--- src/inc/ioad_pkg.sv ---
// Package for the I/O module address decoder: constants and carrier structs
package ioad_pkg;
    localparam int            IOAD_ADDR_W    = 8;
    localparam int            IOAD_DATA_W    = 8;
    localparam int            IOAD_MAX_BYTES = 4;
    localparam logic [7:0]    IOAD_FIXED_IN  = 8'h00;  // Value read while enable is off
    localparam logic [7:0]    IOAD_OUT_RST   = 8'h00;  // Output byte value after reset
    localparam logic          IOAD_DIR_IN    = 1'b0;
    localparam logic          IOAD_DIR_OUT   = 1'b1;

    // Backplane request as seen by the module
    typedef struct packed {
        logic [7:0] byte_address_line;
        logic       bus_read_strobe_n;
        logic       bus_write_strobe_n;
        logic [7:0] wdata;
    } ioad_req_s;

    // Backplane answer from the module
    typedef struct packed {
        logic [7:0] rdata;
        logic       rdata_oe;
        logic       ready;
        logic       ack_timeout_fault;
    } ioad_rsp_s;

    typedef enum logic [1:0] {
        IOAD_IDLE,
        IOAD_ACK,
        IOAD_WAIT_RELEASE
    } ioad_state_e;
endpackage

--- src/design/ioad_byte_store.sv ---
// Small register store holding the module's output bytes
`timescale 1ns/1ps
module ioad_byte_store #(
    parameter int NBYTES = 4
) (
    clk,
    sys_rst,
    wr_en,
    wr_idx,
    wr_data,
    bytes_out
);
    import ioad_pkg::*;
    input  wire logic                          clk;
    input  wire logic                          sys_rst;
    input  wire logic                          wr_en;
    input  wire logic [1:0]                    wr_idx;
    input  wire logic [7:0]                    wr_data;
    output      logic [NBYTES*8-1:0]           bytes_out;

    logic [NBYTES*8-1:0] store_r;
    logic [NBYTES*8-1:0] store_nxt;

    // Next value: replace only the addressed byte
    always_comb begin
        store_nxt = store_r;
        if (wr_en) begin
            store_nxt[wr_idx*8 +: 8] = wr_data;
        end
    end

    // Register the store
    always_ff @(posedge clk) begin
        if (sys_rst) begin
            store_r <= {NBYTES{IOAD_OUT_RST}};
        end else begin
            store_r <= store_nxt;
        end
    end

    assign bytes_out = store_r;
endmodule

--- src/design/ioad_decoder.sv ---
// Address decoder and byte access logic of a digital I/O backplane module
// Function
// - Base address is the weighted sum of eight switch toggles, 0 to 255.
// - Decoding uses only the switch setting, never the slot position.
// - Switches set only the first byte; further bytes follow consecutively.
// - Decode every address from base to base plus byte count minus one.
// - Input modules answer reads only; output modules answer writes only.
// - Enable off signals acknowledge-delay fault and reads a fixed value.
`timescale 1ns/1ps
module ioad_decoder #(
    parameter int   NBYTES = 1,
    parameter logic DIR    = ioad_pkg::IOAD_DIR_IN
) (
    clk,
    sys_rst,
    addr_switch,
    module_enable,
    req,
    rsp,
    input_bytes,
    output_bytes
);
    import ioad_pkg::*;
    input  wire logic                    clk;
    input  wire logic                    sys_rst;
    input  wire logic [7:0]              addr_switch;   // Toggle weights 128..1
    input  wire logic                    module_enable;
    input  wire ioad_pkg::ioad_req_s     req;
    output      ioad_pkg::ioad_rsp_s     rsp;
    input  wire logic [NBYTES*8-1:0]     input_bytes;
    output      logic [NBYTES*8-1:0]     output_bytes;

    // Bus cycle walk, read side
    //   c0: read strobe low, address inside the window
    //   c0: selected input byte captured into the read register
    //   c1: ready high, data bus driven with the captured byte
    //   c2 onwards: ready, drive and byte stand unchanged
    //   cN: strobe high or address leaves the window
    //   cN+1: ready and drive drop, handler back in idle
    // Bus cycle walk, write side
    //   c0: write strobe low, address inside the window
    //   c0: data byte latched once into its output slot
    //   c1: ready high, output byte already updated
    //   cN+1: ready drops after the strobe goes away
    // Disabled module
    //   No ready is ever given; the CPU's own watchdog ends it
    //   Fault level stands while the module stays addressed
    //   Reads see the fixed value, writes land nowhere
    //   Fault drops one cycle after the strobe goes away
    // Window
    //   Base is the switch value, first byte at the base
    //   Further bytes at base plus one, two and three
    //   Nine bit offset: an address below base never matches
    //   So a window near 255 never wraps round to address 0
    // Direction
    //   Input modules look only at the read strobe
    //   Output modules look only at the write strobe
    //   Input and output modules may share a base safely
    // Limitations
    //   One sample per strobe: the CPU must release between cycles
    //   Address moves inside the window while strobed are ignored
    //   Enable changes take effect on the next strobe only
    //   Input bytes are sampled once, not tracked during the cycle

    ioad_state_e state_r;
    ioad_state_e state_nxt;
    logic [7:0]  rdata_r;
    logic [7:0]  rdata_nxt;
    logic        oe_r;
    logic        oe_nxt;
    logic        fault_r;
    logic        fault_nxt;
    logic [8:0]  offset;
    logic        in_range;
    logic        strobe_ok;
    logic        hit;
    logic [1:0]  byte_idx;
    logic        wr_en;
    logic        take_on;
    logic        take_off;

    // Offset from base; switch value is the base, no slot input exists
    assign offset   = {1'b0, req.byte_address_line} - {1'b0, addr_switch};
    // Borrow bit set means address below base, so no wrap past 255
    assign in_range = (offset < 9'(NBYTES));
    assign byte_idx = offset[1:0];

    // Direction qualifies which strobe counts
    assign strobe_ok = (DIR == IOAD_DIR_IN) ? !req.bus_read_strobe_n
                                            : !req.bus_write_strobe_n;
    assign hit = in_range && strobe_ok;

    // Cycle entry, looked at only from idle so one strobe gives one sample
    assign take_on  = (state_r == IOAD_IDLE) && hit && module_enable;
    assign take_off = (state_r == IOAD_IDLE) && hit && !module_enable;

    // Write lands in the taking cycle, so the byte is updated with ready
    assign wr_en = take_on && (DIR == IOAD_DIR_OUT);

    // Next state of the bus cycle handler
    always_comb begin
        state_nxt = state_r;
        case (state_r)
            IOAD_IDLE: begin
                if (take_on) begin
                    state_nxt = IOAD_ACK;
                end else if (take_off) begin
                    // No ready given; the CPU times out on its own
                    state_nxt = IOAD_WAIT_RELEASE;
                end
            end
            IOAD_ACK: begin
                // Ready held until the strobe goes away
                if (!hit) begin
                    state_nxt = IOAD_IDLE;
                end
            end
            IOAD_WAIT_RELEASE: begin
                // Disabled access stays parked until released
                if (!hit) begin
                    state_nxt = IOAD_IDLE;
                end
            end
            default: begin
                state_nxt = IOAD_IDLE;
            end
        endcase
    end

    // Register the bus cycle handler
    always_ff @(posedge clk) begin
        if (sys_rst) begin
            state_r <= IOAD_IDLE;
        end else begin
            state_r <= state_nxt;
        end
    end

    // Next read byte and drive; data captured once, at entry
    always_comb begin
        rdata_nxt = rdata_r;
        oe_nxt    = oe_r;
        if (take_on) begin
            if (DIR == IOAD_DIR_IN) begin
                rdata_nxt = input_bytes[byte_idx*8 +: 8];
            end
            oe_nxt = (DIR == IOAD_DIR_IN);
        end else if (take_off) begin
            rdata_nxt = IOAD_FIXED_IN;
            oe_nxt    = (DIR == IOAD_DIR_IN);
        end else if ((state_r == IOAD_IDLE) || !hit) begin
            // Drive released one cycle after the strobe
            oe_nxt = 1'b0;
        end
    end

    // Register the read byte and its drive enable
    always_ff @(posedge clk) begin
        if (sys_rst) begin
            rdata_r <= 8'h00;
            oe_r    <= 1'b0;
        end else begin
            rdata_r <= rdata_nxt;
            oe_r    <= oe_nxt;
        end
    end

    // Next fault level: set on a disabled access, held while addressed
    always_comb begin
        fault_nxt = 1'b0;
        if (take_off) begin
            fault_nxt = 1'b1;
        end else if (state_r == IOAD_WAIT_RELEASE) begin
            fault_nxt = hit;
        end
    end

    // Register the fault level
    always_ff @(posedge clk) begin
        if (sys_rst) begin
            fault_r <= 1'b0;
        end else begin
            fault_r <= fault_nxt;
        end
    end

    // Output byte storage, one slot per decoded address
    ioad_byte_store #(
        .NBYTES (NBYTES)
    ) u_store (
        .clk       (clk),
        .sys_rst   (sys_rst),
        .wr_en     (wr_en),
        .wr_idx    (byte_idx),
        .wr_data   (req.wdata),
        .bytes_out (output_bytes)
    );

    // Answer to the backplane
    always_comb begin
        rsp.rdata             = rdata_r;
        rsp.rdata_oe          = oe_r;
        rsp.ready             = (state_r == IOAD_ACK);
        rsp.ack_timeout_fault = fault_r;
    end
endmodule

--- config.mk ---
export PLATFORM = sky130hd
export DESIGN_NAME = ioad_decoder
export DESIGN_NICKNAME = d
export VERILOG_FILES = /design/src/inc/ioad_pkg.sv /design/src/design/ioad_byte_store.sv /design/src/design/ioad_decoder.sv
export SDC_FILE = /design/constraint.sdc
export NUM_CORES = 1
export LEC_CHECK = 0
export BUFFER_PORTS_ARGS = -buffer_cell sky130_fd_sc_hd__buf_4
export CORE_ASPECT_RATIO = 1.1
export CORE_MARGIN = 5
export CORE_UTILIZATION = 40
export DETAILED_ROUTE_END_ITERATION = 10
export GPL_TIMING_DRIVEN = 0
export PLACE_DENSITY = 0.77
export SLEW_MARGIN = 20
export SYNTH_ARGS = -nofsm -noshare
export SYNTH_HDL_FRONTEND = slang
export SYNTH_SLANG_ARGS = --single-unit
--- constraint.sdc ---
create_clock -name clk -period 3.5 [get_ports clk]
set_clock_uncertainty 0.05 [all_clocks]
set_input_delay 0.525 -clock clk [delete_from_list [all_inputs] [get_ports clk]]
set_output_delay 0.525 -clock clk [all_outputs]
set_load 0.01 [all_outputs]
# ---- Word level (Yosys, flattened, before mapping)
# Index checks and enable logic that the tools add are counted.
# W data, S select, Z words.
dict set report word_totals {
  n_memories 0
  input_bits 37
  out_inout_bits 19
  ram_bits 0
  wordCells 35
  reg_bits 12
  latch_bits 0
  mem_bits_ro 0
}
dict set report op_classes {
  magnitude_cmp 1
  n_bitwise 0
  n_shift 1
  n_mux 11
  div_mod_pow 0
  multipliers 0
  n_addsub 1
  eq_ne 4
  n_reduce_logical 13
}
# operator n
set op_table {}
lappend op_table {{$mux W8} 2}
lappend op_table {{$lt A9 B1 Y1 const B} 1}
lappend op_table {{$sub A8 B8 Y9} 1}
lappend op_table {{$shiftx A8 B6 Y8} 1}
lappend op_table {{$mux W2} 3}
lappend op_table {{$mux W1} 5}
lappend op_table {{$logic_and A1 B1 Y1} 4}
lappend op_table {{$pmux W2 S2} 1}
lappend op_table {{$logic_not A1 Y1} 3}
lappend op_table {{$ne A3 B3 Y1 const B} 1}
lappend op_table {{$reduce_bool A3 Y1} 1}
lappend op_table {{$eq A2 B1 Y1 const B} 1}
lappend op_table {{$eq A2 B2 Y1 const B} 1}
lappend op_table {{$logic_not A2 Y1} 1}
lappend op_table {{$ne A2 B2 Y1 const B} 1}
lappend op_table {{$reduce_and A2 Y1} 1}
lappend op_table {{$reduce_bool A2 Y1} 1}
lappend op_table {{$reduce_or A2 Y1} 1}
lappend op_table {{$logic_or A1 B1 Y1} 1}

# ---- Logic depth before layout (Yosys ltp)
dict set report logic_depth {
  depth_word 8
  ltp_mapped 11
  mapped_depth_nobuf 10
}

# ---- Cells and area by module
# From an unflattened synthesis, not the netlist that was laid out.
dict set report hier_totals {
  cells_unflattened 149
  area_unflattened_um2 1390.1
}
# module area_each_um2 n_inst cells_each seq_area_each_um2
set by_module_without_submodules {}
lappend by_module_without_submodules {ioad_decoder 1082.3 1 124 240.2}
lappend by_module_without_submodules {ioad_byte_store 307.8 1 25 160.2}

# ---- Least setup slack after synthesis
# Ideal clock, no wire load.
dict set report synth_path {
  path_type {input -> register}
  from {input req[10] (netlist name)}
  to {register rdata_r[0]}
  setup_time_ns 0.072
  cell_stages 11
  t_required_ns 3.378
  n_path_buf 1
  t_arrival_ns 2.526
  path_slack_ns 0.852
  cell_sequence {inv_1 > ha_1 > inv_1 > fa_1 > nand2b_1 > a2111o_1 > nor3_1 > nand4_1 > nor4b_2 > buf_6 > mux2i_1}
}
dict set report synth_via {
  elab_chain_cells 6
  word_cells_on_any_way 9
  classes_between {add/sub (1); order compare (1); shift (1); mux (1); reduce/logical (5)}
}
# element line_no
set synth_rtl {}
lappend synth_rtl {{start: declaration} ioad_decoder.sv:28} ;# input wire ioad_pkg::ioad_req_s req;
lappend synth_rtl {{$sub A8 B8 Y9 (*)} ioad_decoder.sv:83} ;# assign offset = {1'b0, req.byte_address_line} - {1'b0, addr_switch};
lappend synth_rtl {{$lt A9 B1 Y1} ioad_decoder.sv:85} ;# assign in_range = (offset < 9'(NBYTES));
lappend synth_rtl {{$logic_and A1 B1 Y1} ioad_decoder.sv:91} ;# assign hit = in_range && strobe_ok;
lappend synth_rtl {{$logic_and A1 B1 Y1} {ioad_decoder.sv:94, ioad_decoder.sv:95}}
lappend synth_rtl {{$logic_and A1 B1 Y1, on equally long branches} {ioad_decoder.sv:94, ioad_decoder.sv:95}}
lappend synth_rtl {{$mux W8 or $reduce_bool A2 Y1 (tied branches)} -}
lappend synth_rtl {{end signal: assignment} ioad_decoder.sv:163} ;# rdata_r <= rdata_nxt;
lappend synth_rtl {{end: declaration} ioad_decoder.sv:67} ;# logic [7:0] rdata_r;
# Mark *: on every way between the ends. The rest lies on a longest branch, timed or not.
# A chain may end at the register's enable or synchronous reset.

# ---- Worst setup path in the final report
# Same ends and word-level chain as after synthesis.

==> results.toml <==
[sta]
tightest_slew_ns = 0.8226
fin_crit_sh_pct = 77.55
hold_viol_final = 0
max_freq_mhz = 368.4
final.setup.tns_ns = 0
finalSetupViolations = 0
layout_min_cycle_time_ns = 2.714
slew_violations = 0
slew_headroom_pct = 44.74
rsz0062_at_grt = "false"

[setup_path]
worst_ep_required_time_ns = 3.66
worstSetupStartpointType = "input port"
endpoint_kind = "flop"
critPathMaxStageDelay_ns = 0.42
path_buf_inv = 4
cp_slowest_cell = "fa_1"
cp_common_cell = "inv_1"
critPathKind = "in -> reg"
cp.arrival_ns = 2.88
crit_family = "simple AND/OR/NAND/NOR gates"
crit_chain = "buf_4, inv_1, ha_1, inv_1, fa_1, nand2b_1, a2111o_1, nor3_1, nand4_1, nor4b_2, buf_6, mux2i_1"
cp_max_fo = 8

[power]
p_switching_uw = 109.3
clockPowerShare_pct = 30.1
power.share.switching_pct = 29.54
p_int_uw = 260.6
seqPwrFrac_pct = 36.9
combPwrFrac_pct = 33.0
leakagePower_nw = 0.7107
vdd_drop_max_mv = 0.1540
pwr_density_cell_mw_per_mm2 = 246.7

[synth]
yosys.area_share.adder_pct = 14.21
synth_cell_types = 40
synth-seq-cells = 12
synthMuxAreaShare_pct = 8.230
synth_top_family_by_area = "simple AND/OR/NAND/NOR gates"
netlist_instances = 131
yosys_warnings = 0
synth_compound_area_share_pct = 15.67
yosys.area_share.simple_pct = 25.93
yosys.area_share.xor_xnor_pct = 0.7892
syn_avg_cell_area_sq_um = 8.472
synth_area_sq_mm = 0.001110
synth_seq_area_share_pct = 21.65

[clocking]
ctsHoldBuffers = 0
insertion_delay_ns = 0.28
tritoncts = "yes"
cts_resized = 0
cts.sinks = 12
cts_max_path_buffers = 2
clk_pin_slew_ns = 0.07
cts_buffers = 3
cts_root_buf = "clkbuf_4"
cts_setup_buffers = 0
htreeDepth = 1

[drt]
drc = 0
routed-via-count = 1048
routed_wl_um = 2449
dr.pass1.iters = 4
wl_per_cell_um = 11.50
vias_per_cell = 4.920
dr.first_iter.drc_count = 21
detail-route-antenna-nets = 0

[global_routing]
first_global_vias = 983
grt_max_degree = 11
grt_antenna_before_repair = 0
grt-ovfl-total = 0
grtUsageTotal_pct = 12.74
grt_pass1_wl_um = 3891

[cells_and_area]
nets = 230
seq_area_sq_um = 240.2
final_cell_mix = "49 x buf_4, 13 x inv_1, 12 x dfxtp_1, 11 x ha_1, 10 x nand2_1"
layout_commonest_cell = "buf_4"
fillers = 265
post-route-util_pct = 54.95
antenna_cells = 0
multi_input_area_sq_um = 749.5
area_delta_synth_final_pct = 35.06
stdcell_count = 213
layout-drive-gt1-share_pct = 36.11

[floorplan]
rows = 20
io_pins = 56
coreArea_sq_mm = 0.002728
chipWidth_um = 60.22
die_height_um = 65.25
die_area_sq_mm = 0.003929
start_util_pct = 40.69

[placed_design]
dp_hpwl_um = 2104
numPortBuffers = 38
dp_cells = 209
gp_congestion = 0.8425

[worst_hold_path]
min_path_type = "reg -> reg"

[outcome]
status = "finished, final reports clean"

[job]
max-cap-violations = 0
## final timing paths
kind	to	startpoint	depth (start not counted)	slack, ns
hold / removal	rdata_r[4]	rdata_r[4]	2	0.42
setup reg to reg	rdata_r[0]	state_r[0]	5	2.04
setup / recovery	rdata_r[0]	req[10]	12	0.79
hold reg to reg	rdata_r[4]	rdata_r[4]	2	0.42
## power groups by stage
stage	logic [mW]	registers [mW]	clock network, mW
after floorplan	0.0828	0.140	0
final	0.122	0.136	0.111
after detailed placement	0.122	0.140	0
after global routing	0.137	0.137	0.121
after CTS	0.122	0.136	0.116
after global placement	0.118	0.140	0
## area by class of cell
cell class	instances	share of cell area, %
inverter	14	3.506
timing repair buffer	38	19.03
multi-input combinational	100	50.00
clock buffer	4	2.421
buffer	12	6.260
tap	33	2.755
sequential	12	16.03
## stage by stage
| stage | worst slack [ns] | power (mW) | instance area, sq um | hold slack (ns) |
|---|---|---|---|---|
| after global placement | 0.5555 | 0.2576 | 1463 | 0.4099 |
| after floorplan | 0.8523 | 0.2225 | 1136 | 0.4186 |
| final | 0.7856 | 0.3698 | 1499 | 0.4249 |
| after detailed placement | 0.4839 | 0.2614 | 1463 | 0.4138 |
| after global routing | 0.5553 | 0.3941 | 1499 | 0.4461 |
| after CTS | 0.7731 | 0.3750 | 1499 | 0.4283 |
## worst register-to-register path: stages (launching register included)
cell	delay (ns)
dfxtp_1	0.35
inv_1	0.09
ha_1	0.24
nor4b_2	0.28
buf_6	0.20
mux2i_1	0.19
## state kept, by name, indices dropped and copies added, names as in the netlist
signal and flops:
oe_r 1, rdata_r 8, fault_r 1, state_r 2
## kinds of logic after synthesis
logic type                 Yosys count
and+or+nand+nor                     48
buffers and inverters               26
AOI/OAI and AO/OA                   22
adders and majority gates           12
DFF                                 12
muxes                                9
other                                1
xor gates and xnor gates             1
## per-layer routing
metal | up-vias | track usage [%] | share of wire (%)
met2 | 42 | 24.19 | 50
met5 | - | 0 | 0
met3 | 5 | 1.965 | 8.9
met1 | 456 | 12.99 | 39
li1 | 545 | - | -
met4 | 0 | 6.094 | 1.9
## cell usage after synthesis
| master | n | share of area (%) |
|---|---|---|
| o211ai_1 | 3 | 2.0 |
| buf_4 | 11 | 7.4 |
| or2b_1 | 1 | 0.68 |
| dfxtp_1 | 12 | 22 |
| or2b_2 | 3 | 2.4 |
| buf_6 | 1 | 1.0 |
| inv_1 | 13 | 4.4 |
| nor4b_2 | 1 | 1.4 |
| ha_1 | 11 | 12 |
| nand2b_1 | 6 | 3.4 |
| fa_1 | 1 | 1.8 |
| inv_2 | 1 | 0.34 |
| a31oi_1 | 2 | 1.1 |
| conb_1 | 1 | 0.34 |
| mux2i_1 | 8 | 7.2 |
| a2111o_1 | 1 | 1.0 |
| a221oi_1 | 1 | 0.79 |
| o21a_1 | 1 | 0.68 |
| nor3_2 | 1 | 0.90 |
| a211o_2 | 1 | 0.90 |
| a31o_1 | 1 | 0.79 |
| a21oi_1 | 4 | 1.8 |
| nor4_2 | 1 | 1.1 |
| nor2b_1 | 2 | 1.1 |
| nand2_1 | 10 | 3.4 |
| o21bai_1 | 1 | 0.68 |
| a21o_1 | 4 | 2.7 |
| nor3_1 | 4 | 1.8 |
| nand4b_1 | 1 | 0.79 |
| or2_2 | 1 | 0.56 |
| o2111a_1 | 1 | 1.0 |
| nor2_1 | 5 | 1.7 |
| and3_1 | 2 | 1.1 |
| nand3b_1 | 2 | 1.4 |
| nand4_1 | 6 | 3.4 |
| xor2_1 | 1 | 0.79 |
| a221oi_2 | 1 | 1.4 |
| mux2_2 | 1 | 1.0 |
| nand3_1 | 2 | 0.90 |
| o2111ai_1 | 1 | 0.79 |
Power figures use the tool's default switching activity.
